## config.mk

```make
export PLATFORM = sky130hd
export DESIGN_NAME = hybrid_stack_register_lifo
export DESIGN_NICKNAME = d
export VERILOG_FILES = /design/src/include/hslf_pkg.sv /design/src/hslf_level_ctl.sv /design/src/hslf_top_read.sv /design/src/hybrid_stack_register_lifo.sv
export SDC_FILE = /design/constraint.sdc
export NUM_CORES = 2
export LEC_CHECK = 0
export ABC_CLOCK_PERIOD_IN_PS = 9520
export BUFFER_PORTS_ARGS = -buffer_cell sky130_fd_sc_hd__buf_2
export CAP_MARGIN = 20
export CORE_MARGIN = 10
export CORE_UTILIZATION = 68
export CTS_CLUSTER_DIAMETER = 150
export DETAILED_ROUTE_END_ITERATION = 7
export GPL_ROUTABILITY_DRIVEN = 0
export GPL_TIMING_DRIVEN = 0
export PLACE_DENSITY = 0.88
export REMOVE_ABC_BUFFERS = 1
export SYNTH_ARGS = -nofsm -noshare
export SYNTH_HDL_FRONTEND = slang
export SYNTH_SLANG_ARGS = --single-unit
```

## constraint.sdc

```tcl
create_clock -name sys_clk -period 9.52 [get_ports sys_clk]
set_input_delay 0 -clock sys_clk [delete_from_list [all_inputs] [get_ports sys_clk]]
set_output_delay 0 -clock sys_clk [all_outputs]
set_load 0.01 [all_outputs]
```

## src/include/hslf_pkg.sv

```systemverilog
package hslf_pkg;
    localparam int NUM_THREADS   = 8;
    localparam int NUM_STACKS    = 4;
    localparam int STK_IDX_W     = 2;
    localparam int OPND_W        = 3;
    localparam int OPND_POP_BIT  = 2;
    localparam int DATA_W        = 32;
    localparam int STK_ADDR_W    = 2;
    localparam int THREAD_W      = 3;
    localparam bit PROT_PUSH_DEF = 1'b0;
    localparam bit PROT_POP_DEF  = 1'b1;
endpackage

```

## src/hslf_level_ctl.sv

```systemverilog
`timescale 1ns/1ps
module hslf_level_ctl
    import hslf_pkg::*;
#(
    parameter int AW        = STK_ADDR_W,
    parameter bit PROT_PUSH = PROT_PUSH_DEF,
    parameter bit PROT_POP  = PROT_POP_DEF
) (
    input  wire logic [AW:0] levelIn,
    input  wire logic        popReq,
    input  wire logic        pushReq,
    output logic      [AW:0] levelOut,
    output logic             writeEn,
    output logic      [AW-1:0] writeAddr,
    output logic             pushErr,
    output logic             popErr
);
    localparam logic [AW:0] LVL_FULL = (AW+1)'(1 << AW);
    localparam logic [AW:0] LVL_ONE  = (AW+1)'(1);

    logic isEmpty;
    logic isFull;
    logic doPop;
    logic doPush;
    logic [AW:0] afterPop;

    assign isEmpty  = (levelIn == '0);                        // RL1
    assign isFull   = (levelIn == LVL_FULL);                  // RL1
    // pop ahead of push: a full stack that pops first has room
    assign popErr   = popReq & isEmpty;                       // RL6
    assign pushErr  = pushReq & isFull & ~popReq;             // RL5 RL9
    assign doPop    = popReq & ~(popErr & PROT_POP);          // RL12 RL10
    assign doPush   = pushReq & ~(pushErr & PROT_PUSH);       // RL11
    assign afterPop = doPop ? levelIn - LVL_ONE : levelIn;
    assign levelOut = doPush ? afterPop + LVL_ONE : afterPop; // RL8
    assign writeEn  = doPush;
    // low bits only: a full stack's last entry sits at address 0
    assign writeAddr = levelOut[AW-1:0];                      // RL4
endmodule

```

## src/hslf_top_read.sv

```systemverilog
`timescale 1ns/1ps
module hslf_top_read
    import hslf_pkg::*;
#(
    parameter int DW = DATA_W,
    parameter int AW = STK_ADDR_W
) (
    input  wire logic [(1<<AW)*DW-1:0] memFlat,
    input  wire logic [AW:0]           level,
    output logic      [DW-1:0]         topData,
    output logic                       topValid
);
    logic [AW-1:0] rdAddr;
    assign rdAddr   = level[AW-1:0];                          // RL3
    assign topData  = memFlat[rdAddr*DW +: DW];               // RL15
    // empty still shows the stale word; validity says ignore it
    assign topValid = (level != '0);                          // RL7
endmodule

```

## src/hybrid_stack_register_lifo.sv

```systemverilog
`timescale 1ns/1ps
// Operation
// RL1: one pointer doubles as level; full/empty
// RL2: first push from empty writes address one
// RL3: level has extra bit; low bits address
// RL4: filling push lands at address zero
// RL5: push when full is an error
// RL6: pop when empty is an error
// RL7: empty shows word, marked invalid
// RL8: pop and push replaces top, level kept
// RL9: pop and push when full: no error
// RL10: pop and push empty: pop error only
// RL11: overflow protection drops push entirely
// RL12: underflow protection stops level wrapping
// RL13: push and pop protection separate parameters
// RL14: every stack error reported out
// RL15: only top entries reach the ALU
// RL16: read pop bit zero keeps, one pops
// RL17: write pop bit zero pushes, one replaces
// RL18: same stack pop bits are ORed
// RL19: operand is pop bit plus index
// RL20: four isolated stacks per thread
// RL21: clear empties selected thread's stacks
// RL22: suppressed instruction touches no stack
module hybrid_stack_register_lifo
    import hslf_pkg::*;
#(
    parameter int NT        = NUM_THREADS,
    parameter int DW        = DATA_W,
    parameter int AW        = STK_ADDR_W,
    parameter bit PROT_PUSH = PROT_PUSH_DEF,                  // RL13
    parameter bit PROT_POP  = PROT_POP_DEF                    // RL13
) (
    input  wire logic                sys_clk,
    input  wire logic                rst_n,
    input  wire logic [$clog2(NT)-1:0] rdThread,
    input  wire logic [OPND_W-1:0]   opndA,
    input  wire logic [OPND_W-1:0]   opndB,
    input  wire logic                rdEn,
    input  wire logic                wrEn,
    input  wire logic                execOk,
    input  wire logic [DW-1:0]       wrData,
    input  wire logic                clrReq,
    input  wire logic [$clog2(NT)-1:0] clrThread,
    input  wire logic [$clog2(NT)-1:0] outThread,
    output logic      [DW-1:0]       dataA,
    output logic                     validA,
    output logic      [DW-1:0]       dataB,
    output logic                     validB,
    output logic      [NUM_STACKS-1:0] pushErrOut,
    output logic      [NUM_STACKS-1:0] popErrOut,
    output logic      [$clog2(NT)-1:0] errThread
);
    localparam int TW    = $clog2(NT);
    localparam int DEPTH = 1 << AW;
    localparam int NS    = NUM_STACKS;

    typedef enum logic [1:0] {
        HSLF_RUN = 2'b01,
        HSLF_CLR = 2'b10
    } hslf_mode_e;

    logic [AW:0]   levelQ [NT][NS];
    logic [DW-1:0] memQ   [NT][NS][DEPTH];
    logic [DW-1:0] dataAQ, dataBQ;
    logic          validAQ, validBQ;
    logic [NS-1:0] pushErrQ, popErrQ;
    logic [TW-1:0] errThreadQ;
    hslf_mode_e    modeW;

    logic [STK_IDX_W-1:0] idxA, idxB;
    logic                 popA, popB;
    logic                 active;
    logic [NS-1:0]        popReq, pushReq, rdPop, wrPop;
    logic [TW-1:0]        nextThr;
    logic [AW:0]          lvlNext [NS];
    logic [NS-1:0]        wEn, pErr, oErr;
    logic [AW-1:0]        wAddr [NS];
    logic [DW-1:0]        topD [NS];
    logic [NS-1:0]        topV;

    function automatic logic [NS-1:0] sel_onehot(
        input logic [STK_IDX_W-1:0] idx);
        sel_onehot = NS'(1) << idx;
    endfunction

    assign idxA   = opndA[STK_IDX_W-1:0];                     // RL19
    assign idxB   = opndB[STK_IDX_W-1:0];                     // RL19
    assign popA   = opndA[OPND_POP_BIT];
    assign popB   = opndB[OPND_POP_BIT];
    assign active = execOk;                                   // RL22
    assign modeW  = clrReq ? HSLF_CLR : HSLF_RUN;

    // read and write pops ORed per stack so one stack never pops twice
    assign rdPop  = {NS{active & rdEn}} &
                    (({NS{popA}} & sel_onehot(idxA)) |
                     ({NS{popB}} & sel_onehot(idxB)));        // RL16
    // a destination pop bit turns the write into pop and push
    assign wrPop  = {NS{active & wrEn & popA}} & sel_onehot(idxA); // RL17
    assign popReq = rdPop | wrPop;                            // RL18
    // destination is A; its pop bit makes the write a replace
    assign pushReq = {NS{active & wrEn}} & sel_onehot(idxA);  // RL17

    genvar s;
    generate
        for (s = 0; s < NS; s++) begin : g_stk
            logic [DEPTH*DW-1:0] flat;
            for (genvar e = 0; e < DEPTH; e++) begin : g_flat
                assign flat[e*DW +: DW] = memQ[rdThread][s][e];
            end
            hslf_level_ctl #(
                .AW        (AW),
                .PROT_PUSH (PROT_PUSH),
                .PROT_POP  (PROT_POP)
            ) u_lvl (
                .levelIn   (levelQ[rdThread][s]),
                .popReq    (popReq[s]),
                .pushReq   (pushReq[s]),
                .levelOut  (lvlNext[s]),
                .writeEn   (wEn[s]),
                .writeAddr (wAddr[s]),
                .pushErr   (oErr[s]),
                .popErr    (pErr[s])
            );
            hslf_top_read #(
                .DW (DW),
                .AW (AW)
            ) u_rd (
                .memFlat  (flat),
                .level    (levelQ[rdThread][s]),
                .topData  (topD[s]),
                .topValid (topV[s])
            );
        end
    endgenerate

    // one thread per cycle, plus clrThread on a clear; others keep their stacks untouched
    always_ff @(posedge sys_clk or negedge rst_n) begin
        if (!rst_n) begin
            for (int t = 0; t < NT; t++) begin
                for (int k = 0; k < NS; k++) begin
                    levelQ[t][k] <= '0;
                end
            end
        end else begin
            for (int k = 0; k < NS; k++) begin
                levelQ[rdThread][k] <= lvlNext[k];            // RL20
            end
            case (modeW)
                HSLF_CLR: begin
                    for (int k = 0; k < NS; k++) begin
                        levelQ[clrThread][k] <= '0;           // RL21
                    end
                end
                HSLF_RUN: begin
                end
                default: begin
                end
            endcase
        end
    end

    // data storage needs no reset; level alone marks validity
    always_ff @(posedge sys_clk) begin
        for (int k = 0; k < NS; k++) begin
            if (wEn[k]) begin
                memQ[rdThread][k][wAddr[k]] <= wrData;        // RL2
            end
        end
    end

    always_ff @(posedge sys_clk or negedge rst_n) begin
        if (!rst_n) begin
            dataAQ     <= '0;
            dataBQ     <= '0;
            validAQ    <= 1'b0;
            validBQ    <= 1'b0;
            pushErrQ   <= '0;
            popErrQ    <= '0;
            errThreadQ <= '0;
        end else begin
            dataAQ     <= topD[idxA];                         // RL15
            dataBQ     <= topD[idxB];                         // RL15
            validAQ    <= topV[idxA];                         // RL7
            validBQ    <= topV[idxB];                         // RL7
            pushErrQ   <= oErr;                               // RL14
            popErrQ    <= pErr;                               // RL14
            errThreadQ <= rdThread;
        end
    end

    assign dataA      = dataAQ;
    assign dataB      = dataBQ;
    assign validA     = validAQ;
    assign validB     = validBQ;
    assign pushErrOut = pushErrQ;
    assign popErrOut  = popErrQ;
    assign errThread  = errThreadQ;

    localparam logic [AW:0] FULL_L = (AW+1)'(DEPTH);

    property p_full_push_err;
        @(posedge sys_clk) disable iff (!rst_n)
        (active && wrEn && !clrReq && levelQ[rdThread][idxA] == FULL_L
         && !popReq[idxA])
        |=> pushErrOut[$past(idxA)];
    endproperty
    a_full_push_err: assert property (p_full_push_err) // RL5
        else $error("push on full stack not flagged");

    property p_empty_pop_err;
        @(posedge sys_clk) disable iff (!rst_n)
        (active && rdEn && popA && levelQ[rdThread][idxA] == '0)
        |=> popErrOut[$past(idxA)];
    endproperty
    a_empty_pop_err: assert property (p_empty_pop_err) // RL6
        else $error("pop on empty stack not flagged");

    property p_popush_full_ok;
        @(posedge sys_clk) disable iff (!rst_n)
        (active && rdEn && wrEn && popA &&
         levelQ[rdThread][idxA] == FULL_L)
        |=> !pushErrOut[$past(idxA)];
    endproperty
    a_popush_full_ok: assert property (p_popush_full_ok) // RL9
        else $error("pop and push on full raised push error");

    property p_popush_level;
        @(posedge sys_clk) disable iff (!rst_n)
        (active && rdEn && wrEn && popA && !clrReq &&
         levelQ[rdThread][idxA] != '0)
        |=> levelQ[$past(rdThread)][$past(idxA)]
            == $past(levelQ[rdThread][idxA]);
    endproperty
    a_popush_level: assert property (p_popush_level) // RL8
        else $error("pop and push changed level");

    property p_no_wrap;
        @(posedge sys_clk) disable iff (!rst_n)
        (PROT_POP && active && rdEn && popA && !wrEn &&
         levelQ[rdThread][idxA] == '0)
        |=> levelQ[$past(rdThread)][$past(idxA)] == '0;
    endproperty
    a_no_wrap: assert property (p_no_wrap) // RL12
        else $error("empty pop wrapped the level");

    property p_clear;
        @(posedge sys_clk) disable iff (!rst_n)
        clrReq |=> levelQ[$past(clrThread)][0] == '0 &&
                   levelQ[$past(clrThread)][NS-1] == '0;
    endproperty
    a_clear: assert property (p_clear) // RL21
        else $error("clear left a stack non-empty");

    property p_suppress;
        @(posedge sys_clk) disable iff (!rst_n)
        (!execOk && !clrReq) |=> levelQ[$past(rdThread)][0]
                                 == $past(levelQ[rdThread][0]);
    endproperty
    a_suppress: assert property (p_suppress) // RL22
        else $error("suppressed instruction moved a stack");

    property p_valid_tracks;
        @(posedge sys_clk) disable iff (!rst_n)
        ##1 validA == ($past(levelQ[rdThread][idxA]) != '0);
    endproperty
    a_valid_tracks: assert property (p_valid_tracks) // RL7
        else $error("operand valid does not match level");

    // helper: a neighbour thread that this cycle must leave alone
    assign nextThr = rdThread + TW'(1);

    property p_first_push_addr;
        @(posedge sys_clk) disable iff (!rst_n)
        (active && wrEn && !popReq[idxA] &&
         levelQ[rdThread][idxA] == '0)
        |-> wEn[idxA] && wAddr[idxA] == AW'(1);
    endproperty
    a_first_push_addr: assert property (p_first_push_addr) // RL2
        else $error("first push from empty missed address one");

    property p_fill_addr;
        @(posedge sys_clk) disable iff (!rst_n)
        (active && wrEn && !popReq[idxA] &&
         levelQ[rdThread][idxA] == FULL_L - 1'b1)
        |-> wEn[idxA] && wAddr[idxA] == '0;
    endproperty
    a_fill_addr: assert property (p_fill_addr) // RL4
        else $error("filling push missed address zero");

    property p_full_push_keep;
        @(posedge sys_clk) disable iff (!rst_n)
        (PROT_PUSH && active && wrEn && !clrReq && !popReq[idxA] &&
         levelQ[rdThread][idxA] == FULL_L)
        |-> !wEn[idxA] ##1
            levelQ[$past(rdThread)][$past(idxA)] == FULL_L;
    endproperty
    a_full_push_keep: assert property (p_full_push_keep) // RL11
        else $error("protected full push changed the stack");

    property p_popush_empty;
        @(posedge sys_clk) disable iff (!rst_n)
        (PROT_POP && active && wrEn && popReq[idxA] && !clrReq &&
         levelQ[rdThread][idxA] == '0)
        |=> levelQ[$past(rdThread)][$past(idxA)] == (AW+1)'(1) &&
            !pushErrOut[$past(idxA)];
    endproperty
    a_popush_empty: assert property (p_popush_empty) // RL10
        else $error("pop and push on empty was not one push");

    property p_err_thread;
        @(posedge sys_clk) disable iff (!rst_n)
        (pErr != '0 || oErr != '0)
        |=> errThread == $past(rdThread) &&
            (popErrOut | pushErrOut) != '0;
    endproperty
    a_err_thread: assert property (p_err_thread) // RL14
        else $error("stack error not reported with its thread");

    property p_read_keep;
        @(posedge sys_clk) disable iff (!rst_n)
        (active && rdEn && !wrEn && !popA && !clrReq &&
         !(popB && idxB == idxA))
        |=> levelQ[$past(rdThread)][$past(idxA)]
            == $past(levelQ[rdThread][idxA]);
    endproperty
    a_read_keep: assert property (p_read_keep) // RL16
        else $error("register type read moved the level");

    property p_single_pop;
        @(posedge sys_clk) disable iff (!rst_n)
        (active && rdEn && !wrEn && popA && popB && idxA == idxB &&
         !clrReq && levelQ[rdThread][idxA] != '0)
        |=> levelQ[$past(rdThread)][$past(idxA)]
            == $past(levelQ[rdThread][idxA]) - 1'b1;
    endproperty
    a_single_pop: assert property (p_single_pop) // RL18
        else $error("two pop bits on one stack did not pop once");

    // only valid entries are compared; unwritten words stay unknown
    property p_top_data;
        @(posedge sys_clk) disable iff (!rst_n)
        (levelQ[rdThread][idxA] != '0)
        |=> dataA ==
            $past(memQ[rdThread][idxA][levelQ[rdThread][idxA][AW-1:0]]);
    endproperty
    a_top_data: assert property (p_top_data) // RL15
        else $error("operand A is not the top entry");

    property p_isolated;
        @(posedge sys_clk) disable iff (!rst_n)
        (!(clrReq && clrThread == nextThr))
        |=> levelQ[$past(nextThr)][0] == $past(levelQ[nextThr][0]);
    endproperty
    a_isolated: assert property (p_isolated) // RL20
        else $error("a stack of another thread moved");

    property p_level_bound;
        @(posedge sys_clk) disable iff (!rst_n)
        (PROT_PUSH && PROT_POP) |-> levelQ[rdThread][idxA] <= FULL_L;
    endproperty
    a_level_bound: assert property (p_level_bound) // RL3
        else $error("protected level left its range");
endmodule

```

==> flow_summary.ini, run 1 <==
[status]
run_status = did not finish
lastStage = 5_1_grt
error = [ERROR GRT-0232] Routing congestion too high. Check the congestion heatmap in the GUI.

[synthesis]
synth_cells = 9129
ys_async_sr_fraction_pct = 4.05
synth_edf_count = 4096
ys_types = 101
yosysWarnings = 0
netlist_area_um2 = 167000
ys.flop_type = edfxtp_1
synth_seq_cells = 4269
syn_avg_cell_area_um2 = 18.3
yosysSeqAreaShare_pct = 76.4

[clocking]
postCtsSetupRepairBufs = 0
cts_buffer_depth = 4
clock-root-buffer = clkbuf_16
numCtsBuffers = 407
htreeDepth = 5
cts_num_sinks = 4269
cts.hold.buffers_added = 50
cts_resized = 0

[die]
ios = 130
die_x_um = 515
floorplan.initialDensity_pct = 68.4
dieHeight_um = 515
placementRows = 181

[global_route]
grt_overflow_total = 50
grt_max_degree = 143
grt_usage_pct = 56.9
antenna_found_initial = 141

[placement]
io_buffers = 126
dpl.hpwl_um = 333000
placed_cell_area_um2 = 176000
Yosys cell counts (all sizes together) (22+ instances only):
library cell	n	area (um2)
and3	29	181
a31oi	53	332
mux2i	447	4500
buf	467	2890
a22o	82	718
a211o	24	210
o211ai	47	358
nand2	395	1490
o2bb2ai	28	245
a221oi	324	2860
o22a	22	193
o22ai	141	882
a22oi	329	2470
a222oi	71	711
edfxtp	4096	123000
clkbuf	168	631
a211oi	73	553
nor2	407	1530
mux2	428	4820
o31ai	25	188
nand3	85	430
o221ai	33	295
o21ai	182	911
a221o	140	1400
dfrtp	173	4330
nor3	80	410
a21oi	206	1030
mux4	299	6730
nand4	22	144
logic make-up after synthesis:
group / synth area share [%]
buf+inv: 2.14
compound gates: 8.70
mux: 9.64
fa+ha+maj: 0.0901
flops: 76.4
xor+xnor: 0.155
simple gates: 2.87
metal layers:
layer,GRT overflow,GRT usage (%)
met1,4,56.4
met2,12,72.6
met3,11,45.2
met4,21,49.4
met5,2,29.9
stage by stage:
stage / TNS [ns] / cells / setup WS, ns
floorplan: -1059.69 / 8494 / -1.18
detailed placement: 0 / 12200 / 0.300
global placement: - / 11800 / -102.61
CTS: 0 / 12900 / 1.02
==> run 2: changes to the inputs <==
CORE_UTILIZATION = 40   (was 68)
CTS_CLUSTER_DIAMETER = not set   (was 150)
PLACE_DENSITY = not set   (was 0.88)
PLACE_DENSITY_LB_ADDON = 0.15   (was not set)
==> run 2 against run 1 <==
Effect of this change:
- the flow now finishes, with violations (DRC, hold timing)
- synthesized cell count stayed put
- synthesized area stayed put
==> flow_summary.ini, run 2 <==
[timing]
finalCritPeriodShare_pct = 90.3
setup_ws_ns = 0.924
timing.hold.ws_ns = -0.00216
setup_viol = 0
final_max_slew_viol_count = 0
tightest_slew_ns = 1.40
final.setup_skew_ns = 0.114
hold_viol_final = 5
period_needed_ns = 8.60
fmax_mhz = 116
tns_ns = 0
slew_headroom_pct = 6.64
rsz0062_at_grt = false

[die]
die_x_um = 665
placementRows = 236
dieArea_um2 = 443000
dieHeight_um = 665
ios = 130
coreArea_um2 = 414000
floorplan.initialDensity_pct = 40.3

[status]
violations = DRC, hold timing
run_status = complete, but fails checks

[routing]
drc = 1
first_iter_violations = 13000
vias = 96400
viasPerCell = 6.24
m1WireLength_um = 234000
routed-wl-met2_um = 276000
met3_length_um = 50100
wl_um = 588000
top_layer_used = met5
drtPass1Iterations = 8
wl_per_cell_um = 38.1
ant_nets = 0

[cells_and_area]
multi_input_area_um2 = 37100
fillers = 34500
final_cell_mix = edfxtp_1 (4,096), clkbuf_16 (462), mux2i_1 (437), mux2_2 (423), nand2_1 (385)
drive_gt1_share_pct = 21.5
nets = 9627
final-seq-area_um2 = 127000
final_cells = 15400
final_common_cell = edfxtp_1
flow.area_growth_from_synthesis_pct = 17.8
final_util_pct = 47.4
largest_reg_flops = 4096

[synthesis]
synth_seq_cells = 4269
synth_top_cell_area_share_pct = 73.8
ys_types = 101
synth_cells = 9129
ys.flop_type = edfxtp_1
synth_edf_count = 4096
syn_avg_cell_area_um2 = 18.3
synthTopCellsByArea = edfxtp_1 (74%), mux4_2 (4.0%), mux2_2 (2.9%), mux2i_1 (2.7%), dfrtp_1 (2.6%)
yosysSeqAreaShare_pct = 76.4
ys_async_sr_fraction_pct = 4.05
yosys.area.top_type = edfxtp_1
yosysWarnings = 0
synth_most_common_cell = edfxtp_1
synth_common_cells = edfxtp_1 (4,096), mux2i_1 (444), mux2_2 (423), nor2_1 (405), nand2_1 (394)
netlist_area_um2 = 167000

[global_route]
grt_usage_pct = 25.7
grt_max_degree = 128
grt_overflow_total = 0
antenna_found_initial = 40
grt_first_pass_wirelength_um = 800000
grt_pass1_vias = 94100

[worst_setup_path]
crit_slowest_cell = nor2_4
crit_type = input port to flip-flop
crit_path_start_kind = input port
reg2reg_to = memQ[3][61]
cp-end-kind = flip-flop
ff2ff_setup_slack_ns = 2.94
r2r_start = levelQ[1]
slowest_delay_ns = 1.00
rr_worst_depth = 12
crit_fanout = 83
worstPathRequired_ns = 10.24
crit_chain = dlygate4sd3_1, buf_8, buf_16, buf_16, buf_16, nor2b_4, buf_12, a22o_1, a2111o_2, buf_12, buf_12, clkinv_2, buf_16, ha_1, a21boi_2, xnor2_4, ha_1, nand3_1, nor2_4, buf_12
arrival_ns = 9.31

[power]
p_sw_uw = 10700
power_density_nw_per_um2 = 219
p_sw_share_pct = 24.9
pwr-share-comb_pct = 10.4
p_leak_uw = 0.0629
p_seq_share_pct = 48.7
p_total_uw = 42900
internal_power_uw = 32200
power_frac_clock_pct = 40.9
vdd_drop_max_mv = 0.171

[clocking]
htreeDepth = 5
clock-root-buffer = clkbuf_16
cts_buffer_depth = 4
numCtsBuffers = 453
postCtsSetupRepairBufs = 0
insertion_delay_ns = 1.09
cts.clk_slew.worst_paths_ns = 0.06
cts_num_sinks = 4269
cts_tree = yes

[placement]
preCtsSetupSlack_ns = 0.363
dpl.hpwl_um = 367000
dp.cells = 14500
io_buffers = 126

[worst_hold_path]
holdPathEnd = memQ[0][137]
hold_path_depth = 2
hold_class = input port to flip-flop
worstHoldStart = wrData[9]

[run]
cap_violations = 0
[run 2: cell counts after synthesis]
Identical to the previous run, type by type.
[run 2: worst max-delay path by stage]
stage / depth (start not counted) / to / start
2_1_floorplan: 10 / memQ[0][0] / rdThread[0]
3_3_place_gp: 11 / memQ[3][42] / rdThread[1]
3_5_place_dp: 17 / memQ[3][45] / rdThread[1]
4_1_cts: 18 / memQ[3][57] / rdThread[1]
5_1_grt: 19 / memQ[3][55] / rdThread[1]
6_report: 20 / memQ[6][437] / rdThread[2]
[run 2: per-layer routing]
| layer | GRT usage, % | vias to the layer above |
|---|---|---|
| li1 | - | 38700 |
| met1 | 34.6 | 51700 |
| met2 | 41.4 | 4974 |
| met3 | 4.83 | 1008 |
| met4 | 10.2 | 6 |
| met5 | 0 | - |
[run 2: power by group through the flow]
stage	combinational, uW	clock, uW	sequential, uW
after floorplan	1490	0	21300
after global placement	4660	0	21300
after detailed placement	4320	0	21300
after CTS	4360	17700	20900
after global routing	4520	18500	20900
final	4450	17500	20900
[run 2: layout make-up]
cell class	count	share of cell area (%)
flip-flops and latches	4269	64.9
clock buffers	573	6.14
inverters	14	0.0427
well taps	5474	3.49
diodes	30	0.0383
multi-input cells	4211	18.9
clock inverters	260	1.34
repair buffers	613	5.16
[run 2: worst max-delay path, delay by kind of cell]
| kind | cells | cell delay, ns |
|---|---|---|
| compound gates | 3 | 1.27 |
| xor+xnor | 1 | 0.14 |
| fa+ha+maj | 2 | 0.63 |
| buf+inv | 11 | 3.97 |
| simple gates | 3 | 2.55 |
[run 2: through the flow]
| stage | cell area [um2] | hold WS, ns |
|---|---|---|
| 2_1_floorplan | 163000 | -0.296 |
| 3_3_place_gp | 171000 | 0.419 |
| 3_5_place_dp | 181000 | -0.00896 |
| 4_1_cts | 196000 | 0.000518 |
| 5_1_grt | 196000 | -0.0120 |
| 6_report | 196000 | -0.00216 |
[run 2: kinds of logic (layout without fill, tap and decap cells)]
family                   count (synthesis)  in the layout  synth area share (%)
other                                    0             30                     0
XOR/XNOR                                20             20                 0.155
multiplexers                          1174           1174                  9.64
flip-flops                            4269           4269                  76.4
buffers and inverters                  649           1460                  2.14
AO/OA/AOI/OAI                         1904           1904                  8.70
AND/OR/NAND/NOR                       1101           1101                  2.87
adder cells (fa/ha/maj)                 12             12                0.0901
[run 2: timing repair]
action,in CTS,in global routing
hold buffers,68,0
resized for setup,0,0
endpoints found under the hold margin,4402,0
(Power assumes the default switching activity.)
